File: config.mk
export PLATFORM = sky130hd
export DESIGN_NAME = bcs_regs
export DESIGN_NICKNAME = d
export VERILOG_FILES = /design/src/shared/bcs_pkg.sv /design/src/bcs_regs.sv
export SDC_FILE = /design/constraint.sdc
export NUM_CORES = 1
export LEC_CHECK = 0
export ABC_AREA = 1
export BUFFER_PORTS_ARGS = -buffer_cell sky130_fd_sc_hd__buf_2
export CAP_MARGIN = 20
export CORE_ASPECT_RATIO = 0.6
export CORE_UTILIZATION = 39
export DETAILED_ROUTE_END_ITERATION = 8
export GPL_ROUTABILITY_DRIVEN = 1
export PLACE_DENSITY_LB_ADDON = 0.3
export SLEW_MARGIN = 20
export SYNTH_ARGS = -nofsm -noshare
export SYNTH_HDL_FRONTEND = slang
export SYNTH_SLANG_ARGS = --single-unit
File: constraint.sdc
create_clock -name REF_CLK -period 0.98 [get_ports REF_CLK]
set_input_delay 0.196 -clock REF_CLK [delete_from_list [all_inputs] [get_ports REF_CLK]]
set_output_delay 0.196 -clock REF_CLK [all_outputs]
set_load 0.05 [all_outputs]
File: src/shared/bcs_pkg.sv
// Constants for the bridge command and primary status register pair
package bcs_pkg;

   // ---------------------------------------------------------------
   // Configuration space location
   // ---------------------------------------------------------------
   localparam int BCS_ADDR_W = 8;
   localparam logic [7:0] BCS_OFS_CMD_STS = 8'h04;
   localparam logic [31:0] BCS_RD_ZERO = 32'h0000_0000;

   // ---------------------------------------------------------------
   // Command half, bits 15:0 of the word
   // ---------------------------------------------------------------
   localparam int BCS_CMD_W = 16;
   localparam int BCS_CMD_IO = 0;
   localparam int BCS_CMD_MEM = 1;
   localparam int BCS_CMD_BME = 2;
   localparam int BCS_CMD_PER = 6;
   localparam int BCS_CMD_SERR = 8;
   localparam int BCS_CMD_INTD = 10;
   localparam logic [15:0] BCS_CMD_WR_MASK = 16'h0547;
   localparam logic [15:0] BCS_CMD_RST = 16'h0000;

   // ---------------------------------------------------------------
   // Primary status half, bit positions within the 32-bit word
   // ---------------------------------------------------------------
   localparam int BCS_STS_CAP = 20;
   localparam int BCS_STS_66M = 21;
   localparam int BCS_STS_FBB = 23;
   localparam int BCS_STS_DEVSEL_LO = 25;
   localparam int BCS_STS_DEVSEL_HI = 26;
   localparam logic BCS_STS_CAP_VAL = 1'b1;
   localparam logic BCS_STS_66M_VAL = 1'b0;
   localparam logic BCS_STS_FBB_VAL = 1'b0;
   localparam logic [1:0] BCS_STS_DEVSEL_VAL = 2'h0;

   // Write-one-to-clear flags, all in byte lane 3
   localparam int BCS_NUM_FLAGS = 6;
   localparam int BCS_FLAG_LANE = 3;
   localparam int BCS_F_MDPE = 0;
   localparam int BCS_F_STA = 1;
   localparam int BCS_F_RTA = 2;
   localparam int BCS_F_RMA = 3;
   localparam int BCS_F_SSE = 4;
   localparam int BCS_F_DPE = 5;
   localparam int BCS_FLAG_BIT [BCS_NUM_FLAGS] = '{24, 27, 28, 29, 30, 31};
   localparam logic [5:0] BCS_FLAG_RST = 6'h00;

endpackage

File: src/bcs_regs.sv
// Command and primary status registers of the bridge, with their gating
`timescale 1ns/1ps
// Behaviour
// Command bit 0 clear: ignore primary I/O requests; RW, resets zero.
// Command bit 1 clear: ignore primary memory reads; RW, resets zero.
// Command bit 2 clear: no primary mastering, no secondary request acceptance.
// Command bit 3 reads zero; special cycles never targeted.
// Command bit 4 reads zero; bridge never originates write-and-invalidate itself.
// Command bits 5, 7, 9 read zero and ignore writes.
// Command bit 6 lets parity and poison events set status bit 24.
// Error messages go to root complex only in forward mode with bit 8.
// Command bit 10 set blocks the legacy interrupt; resets zero.
// Status bit 20 reads one: capability list present at 34h.
// Status bit 23 is read-only zero.
// Status bits 26:25 read zero.
// Bit 24 sets on poisoned completion or poisoned write with parity enable.
// Bit 27 sets when a primary request completes with completer abort.
// Bit 28 sets on received completer-abort completion.
// Bit 29 sets on received unsupported-request completion.
// Bit 30 sets when a fatal or non-fatal error message is sent.
// Bit 31 sets on detected poison or a poisoned completion received, regardless of parity enable.
// Status flags clear on write one, keep on write zero, reset zero.
// Writes to read-only and reserved command bits are ignored; they read zero.
module bcs_regs
   import bcs_pkg::*;
(
   // Clock and reset
   input wire logic REF_CLK,
   input wire logic SYS_RST,
   // Configuration access port
   input wire logic CFG_WR,
   input wire logic CFG_RD,
   input wire logic [BCS_ADDR_W-1:0] CFG_ADDR,
   input wire logic [3:0] CFG_BE,
   input wire logic [31:0] CFG_WDATA,
   output logic [31:0] CFG_RDATA,
   output logic CFG_RD_VALID,
   // Command enables towards the bridge core
   output logic IO_SPACE_EN,
   output logic MEM_SPACE_EN,
   output logic BUS_MASTER_EN,
   output logic PARITY_RESP_EN,
   output logic SERR_EN,
   output logic INT_DISABLE,
   // Request gating
   input wire logic PRI_IO_REQ,
   output logic PRI_IO_ACCEPT,
   input wire logic PRI_MEM_RD_REQ,
   output logic PRI_MEM_RD_ACCEPT,
   input wire logic SEC_FWD_REQ,
   output logic SEC_FWD_ACCEPT,
   // Error message and interrupt gating
   input wire logic FWD_MODE,
   input wire logic ERR_MSG_REQ,
   output logic ERR_MSG_SEND,
   input wire logic INTA_REQ,
   output logic INTA_ASSERT,
   // Primary side error events, one-cycle pulses
   input wire logic EV_POISON_CPL_RX,
   input wire logic EV_POISON_WR_TX,
   input wire logic EV_POISON_DET,
   input wire logic EV_CA_SENT,
   input wire logic EV_CA_RX,
   input wire logic EV_UR_RX
);

   // ---------------------------------------------------------------
   // Declarations
   // ---------------------------------------------------------------
   logic [BCS_CMD_W-1:0] cmd_q;
   logic [BCS_CMD_W-1:0] cmd_d;
   logic [BCS_NUM_FLAGS-1:0] flag_q;
   logic [BCS_NUM_FLAGS-1:0] flag_d;
   logic [BCS_NUM_FLAGS-1:0] flag_set;
   logic [BCS_NUM_FLAGS-1:0] flag_clr;
   logic [31:0] rdata_q;
   logic [31:0] rdata_d;
   logic rvalid_q;
   logic rvalid_d;
   logic hit;
   logic wr_hit;
   logic [31:0] word;
   logic err_send;

   assign hit = (CFG_ADDR == BCS_OFS_CMD_STS);
   assign wr_hit = CFG_WR && hit;

   // ---------------------------------------------------------------
   // Command register
   // ---------------------------------------------------------------
   // Only the six implemented bits take a write; the rest stay zero.
   always_comb begin
      cmd_d = cmd_q;
      if (wr_hit && CFG_BE[0]) begin
         cmd_d[7:0] = CFG_WDATA[7:0] & BCS_CMD_WR_MASK[7:0];
      end
      if (wr_hit && CFG_BE[1]) begin
         cmd_d[15:8] = CFG_WDATA[15:8] & BCS_CMD_WR_MASK[15:8];
      end
   end

   always_ff @(posedge REF_CLK or posedge SYS_RST) begin
      if (SYS_RST) begin
         cmd_q <= BCS_CMD_RST;
      end else begin
         cmd_q <= cmd_d;
      end
   end

   assign IO_SPACE_EN = cmd_q[BCS_CMD_IO];
   assign MEM_SPACE_EN = cmd_q[BCS_CMD_MEM];
   assign BUS_MASTER_EN = cmd_q[BCS_CMD_BME];
   assign PARITY_RESP_EN = cmd_q[BCS_CMD_PER];
   assign SERR_EN = cmd_q[BCS_CMD_SERR];
   assign INT_DISABLE = cmd_q[BCS_CMD_INTD];

   // ---------------------------------------------------------------
   // Gating of the core's requests
   // ---------------------------------------------------------------
   // Combinational so a request is refused in the same cycle it is made.
   assign PRI_IO_ACCEPT = PRI_IO_REQ && cmd_q[BCS_CMD_IO];
   assign PRI_MEM_RD_ACCEPT = PRI_MEM_RD_REQ && cmd_q[BCS_CMD_MEM];
   assign SEC_FWD_ACCEPT = SEC_FWD_REQ && cmd_q[BCS_CMD_BME];
   assign err_send = ERR_MSG_REQ && FWD_MODE && cmd_q[BCS_CMD_SERR];
   assign ERR_MSG_SEND = err_send;
   assign INTA_ASSERT = INTA_REQ && !cmd_q[BCS_CMD_INTD];

   // ---------------------------------------------------------------
   // Status flags
   // ---------------------------------------------------------------
   always_comb begin
      flag_set = '0;
      flag_set[BCS_F_MDPE] = cmd_q[BCS_CMD_PER] && (EV_POISON_CPL_RX || EV_POISON_WR_TX);
      flag_set[BCS_F_STA] = EV_CA_SENT;
      flag_set[BCS_F_RTA] = EV_CA_RX;
      flag_set[BCS_F_RMA] = EV_UR_RX;
      flag_set[BCS_F_SSE] = err_send;
      flag_set[BCS_F_DPE] = EV_POISON_DET || EV_POISON_CPL_RX;
   end

   // A hardware event in the cycle of a clearing write wins over the clear.
   genvar gi;
   generate
      for (gi = 0; gi < BCS_NUM_FLAGS; gi++) begin : g_flag
         assign flag_clr[gi] = wr_hit && CFG_BE[BCS_FLAG_LANE]
                               && CFG_WDATA[BCS_FLAG_BIT[gi]];
         assign flag_d[gi] = flag_set[gi] || (flag_q[gi] && !flag_clr[gi]);
      end
   endgenerate

   always_ff @(posedge REF_CLK or posedge SYS_RST) begin
      if (SYS_RST) begin
         flag_q <= BCS_FLAG_RST;
      end else begin
         flag_q <= flag_d;
      end
   end

   // ---------------------------------------------------------------
   // Read path
   // ---------------------------------------------------------------
   // Read data is registered; other offsets of config space read zero here.
   always_comb begin
      word = BCS_RD_ZERO;
      word[BCS_CMD_W-1:0] = cmd_q;
      word[BCS_STS_CAP] = BCS_STS_CAP_VAL;
      word[BCS_STS_66M] = BCS_STS_66M_VAL;
      word[BCS_STS_FBB] = BCS_STS_FBB_VAL;
      word[BCS_STS_DEVSEL_HI:BCS_STS_DEVSEL_LO] = BCS_STS_DEVSEL_VAL;
      for (int i = 0; i < BCS_NUM_FLAGS; i++) begin
         word[BCS_FLAG_BIT[i]] = flag_q[i];
      end
      rvalid_d = CFG_RD;
      rdata_d = rdata_q;
      if (CFG_RD) begin
         rdata_d = hit ? word : BCS_RD_ZERO;
      end
   end

   always_ff @(posedge REF_CLK or posedge SYS_RST) begin
      if (SYS_RST) begin
         rdata_q <= BCS_RD_ZERO;
         rvalid_q <= 1'b0;
      end else begin
         rdata_q <= rdata_d;
         rvalid_q <= rvalid_d;
      end
   end

   assign CFG_RDATA = rdata_q;
   assign CFG_RD_VALID = rvalid_q;
endmodule
==> flow_metrics.env <==
export IMPL_cts_clk_slew_worst_paths_ps=80
export IMPL_cap_violations=0
export IMPL_placement_cell_area_um2=1700
export IMPL_yosys_area_share_simple_pct=19.2
export IMPL_synth_adder_area_share_pct=0
export IMPL_ys_ff_latch=26
export IMPL_clock_insertion_delay_worst_skew_ps=270
export IMPL_fin_cells=275
export IMPL_post_synth_mux_area_share_pct=0.864
export IMPL_grt_setup_unrepaired="true"
export IMPL_num_ports=104
export IMPL_final_net_count=294
export IMPL_p_leak_uw=0.00104
export IMPL_cp_cell_sequence="nand2_2 > clkinvlp_4 > buf_6"
export IMPL_netlist_cell_type_count=18
export IMPL_worst_setup_path_type="register to primary output"
export IMPL_post_synth_instance_area_um2=1300
export IMPL_fp_coreArea_um2=3020
export IMPL_critPathMaxStageDelay_ps=440
export IMPL_ctsRootBufferMaster="sky130_fd_sc_hd__clkbuf_8"
export IMPL_post_route_period_util_pct=124
export IMPL_synth_common_cells="28 x sky130_fd_sc_hd__inv_1, 26 x sky130_fd_sc_hd__dfrtp_1, 23 x sky130_fd_sc_hd__nand2_1"
export IMPL_critical_path_slowest_cell="sky130_fd_sc_hd__dfrtp_2"
export IMPL_clkSinkCount=26
export IMPL_post_route_cell_area_um2=2050
export IMPL_viasPerCell=4.25
export IMPL_netlist_area_leader_share_pct=49.9
export IMPL_max_clock_freq_mhz=823
export IMPL_cts_root_to_sink_buffers=2
export IMPL_critPathBufInv=2
export IMPL_synthCells=151
export IMPL_p_per_area_nw_per_um2=1200
export IMPL_synth_xor_area_share_pct=0
export IMPL_final_hold_violation_count=0
export IMPL_routed_wl_per_cell_um=10.3
export IMPL_dieArea_um2=3590
export IMPL_synth_top_family_by_area="buffers and inverters"
export IMPL_post_dp_hpwl_mm=1.97
export IMPL_end_kind="primary output"
export IMPL_grt_use_total_pct=17.6
export IMPL_grt_remaining_overflow=0
export IMPL_remaining_drc_errors=0
export IMPL_area_growth_from_synthesis_to_final_layout_pct=56.9
export IMPL_first_pass_grt_wire_length_mm=4.79
export IMPL_yosysWarnings=0
export IMPL_routed_wl_mm=2.85
export IMPL_maxSlewViolCount=0
export IMPL_tritoncts="done"
export IMPL_timing_hold_ws_ps=65.7
export IMPL_critical_path_top_delay_family="flip-flops"
export IMPL_drt_first_iter_violations=49
export IMPL_vdd_ir_drop_worst_mv=0.679
export IMPL_tritoncts_buffer_count=3
export IMPL_critPathLaunchType="register"
export IMPL_synth_top_cells_by_area="sky130_fd_sc_hd__dfrtp_1 50%, sky130_fd_sc_hd__buf_4 12%, sky130_fd_sc_hd__inv_1 8.1%"
export IMPL_detail_route_antenna_nets=0
export IMPL_cts_htree_levels=1
export IMPL_synth_async_reset_ratio_pct=100
export IMPL_die_w_um=76.6
export IMPL_required_ps=780
export IMPL_antenna_cells=0
export IMPL_detail_route_first_pass_iterations=4
export IMPL_layout_drive_gt1_share_pct=46.8
export IMPL_cp_arrival_ps=1020
export IMPL_synth_flop_cell="sky130_fd_sc_hd__dfrtp_1"
export IMPL_worstPathMaxFanout=3
export IMPL_ys_seq_area_share_pct=49.9
export IMPL_setup_viol=25
export IMPL_synth_compound_area_share_pct=7.87
export IMPL_grt_pass1_vias=1080
export IMPL_replace_congestion=0.750
export IMPL_synth_top_area_cell="sky130_fd_sc_hd__dfrtp_1"
export IMPL_status="finished with violations"
export IMPL_final_setup_worst_slack_ps=-235
export IMPL_buffer_ports_inserted=63
export IMPL_grt_max_degree=27
export IMPL_dieHeight_um=46.8
export IMPL_failed_checks="negative setup slack"
export IMPL_worstHoldPathType="primary input to register"
export IMPL_antenna_violations_before_repair=0
export IMPL_dpl_cell_count=257
export IMPL_synth_area_per_cell_um2=8.63
export IMPL_start_util_pct=43.1
export IMPL_synthMostInstantiatedCell="sky130_fd_sc_hd__inv_1"
export IMPL_placement_setup_worst_slack_ps=-154
export IMPL_fin_crit_ps=1210
export IMPL_fin_skew_ps=5.89
export IMPL_routed_via_count=1168
export IMPL_edff_count_synth=0
export IMPL_floorplan_rows=15
kinds of logic after synthesis:
logic type             Yosys count
AOI/OAI and AO/OA               19
buffers and inverters           53
DFF                             26
muxes                            1
other                            1
and+or+nand+nor                 51
final timing paths:
kind | startpoint | end | slack, ps | depth (start not counted)
max | cmd_q[2] | SEC_FWD_ACCEPT | -230 | 3
min | CFG_RD | CFG_RD_VALID | 70 | 1
max reg2reg | CFG_RDATA[30] | CFG_RDATA[30] | 120 | 4
min reg2reg | flag_q[4] | flag_q[4] | 480 | 2
max in group asynchronous | SYS_RST | cmd_q[2] | 300 | 4
min in group asynchronous | SYS_RST | CFG_RDATA[31] | 500 | 4
per-layer routing:
metal | GRT usage (%) | vias to the layer above | part of all wire (%)
li1 | - | 596 | -
met1 | 23.0 | 524 | 44
met2 | 30.3 | 48 | 49
met3 | 5.44 | 0 | 7.5
met4 | 3.46 | 0 | 0
met5 | 0 | - | 0
placed cells by master, fill, tap and decap left out:
| master | instances |
|---|---|
| sky130_fd_sc_hd__inv_1 | 24 |
| sky130_fd_sc_hd__buf_6 | 24 |
| sky130_fd_sc_hd__nand3_2 | 1 |
| sky130_fd_sc_hd__dlygate4sd3_1 | 1 |
| sky130_fd_sc_hd__conb_1 | 19 |
| sky130_fd_sc_hd__bufinv_16 | 1 |
| sky130_fd_sc_hd__nor2_1 | 5 |
| sky130_fd_sc_hd__dfrtp_1 | 20 |
| sky130_fd_sc_hd__buf_2 | 38 |
| sky130_fd_sc_hd__dfrtp_2 | 6 |
| sky130_fd_sc_hd__mux2_2 | 1 |
| sky130_fd_sc_hd__nand2_1 | 20 |
| sky130_fd_sc_hd__clkinvlp_4 | 4 |
| sky130_fd_sc_hd__o21ai_0 | 8 |
| sky130_fd_sc_hd__buf_4 | 18 |
| sky130_fd_sc_hd__o21ai_1 | 9 |
| sky130_fd_sc_hd__buf_8 | 1 |
| sky130_fd_sc_hd__nand2_2 | 3 |
| sky130_fd_sc_hd__o21ai_2 | 2 |
| sky130_fd_sc_hd__nand3_1 | 12 |
| sky130_fd_sc_hd__clkbuf_8 | 3 |
| sky130_fd_sc_hd__nand3_4 | 2 |
| sky130_fd_sc_hd__buf_12 | 3 |
| sky130_fd_sc_hd__nand4_1 | 6 |
| sky130_fd_sc_hd__nor2_4 | 2 |
power breakdown:
part | internal (uW) | total [uW] | switching, uW
sequential | 1100 | 1120 | 18.8
combinational | 131 | 453 | 323
clock | 546 | 874 | 328
total | 1780 | 2450 | 670
stage by stage:
step / utilization (%) / setup TNS, ps / power [uW]
2_1_floorplan: - / -345 / 1500
3_3_place_gp: 56.2 / -2190 / 1560
3_5_place_dp: 56.2 / -2480 / 1560
4_1_cts: 65.6 / -2360 / 2470
5_1_grt: 67.7 / -3150 / 2550
6_report: 67.7 / -2290 / 2450
what timing repair did:
action,4_1_cts,5_1_grt
hold endpoints to repair,26,0
setup buffers,7,6
resized for setup,47,6
cloned,0,0
hold buffers,1,0
pin swaps,0,0
setup endpoints to repair,25,25
cell type report:
| cell class | instances | area (um^2) |
|---|---|---|
| fillers | 262 | 976 |
| repair buffers | 85 | 681 |
| flip-flops and latches | 26 | 658 |
| multi-input cells | 90 | 463 |
| inverters | 28 | 120 |
| well taps | 42 | 52.6 |
| clock buffers | 3 | 41.3 |
| clock inverters | 1 | 30.0 |
registers in the layout, summed over array words and instances (netlist names):
signal        cells
CFG_RDATA        13
cmd_q             6
flag_q            6
CFG_RD_VALID      1
Power figures use the tool's default switching activity.
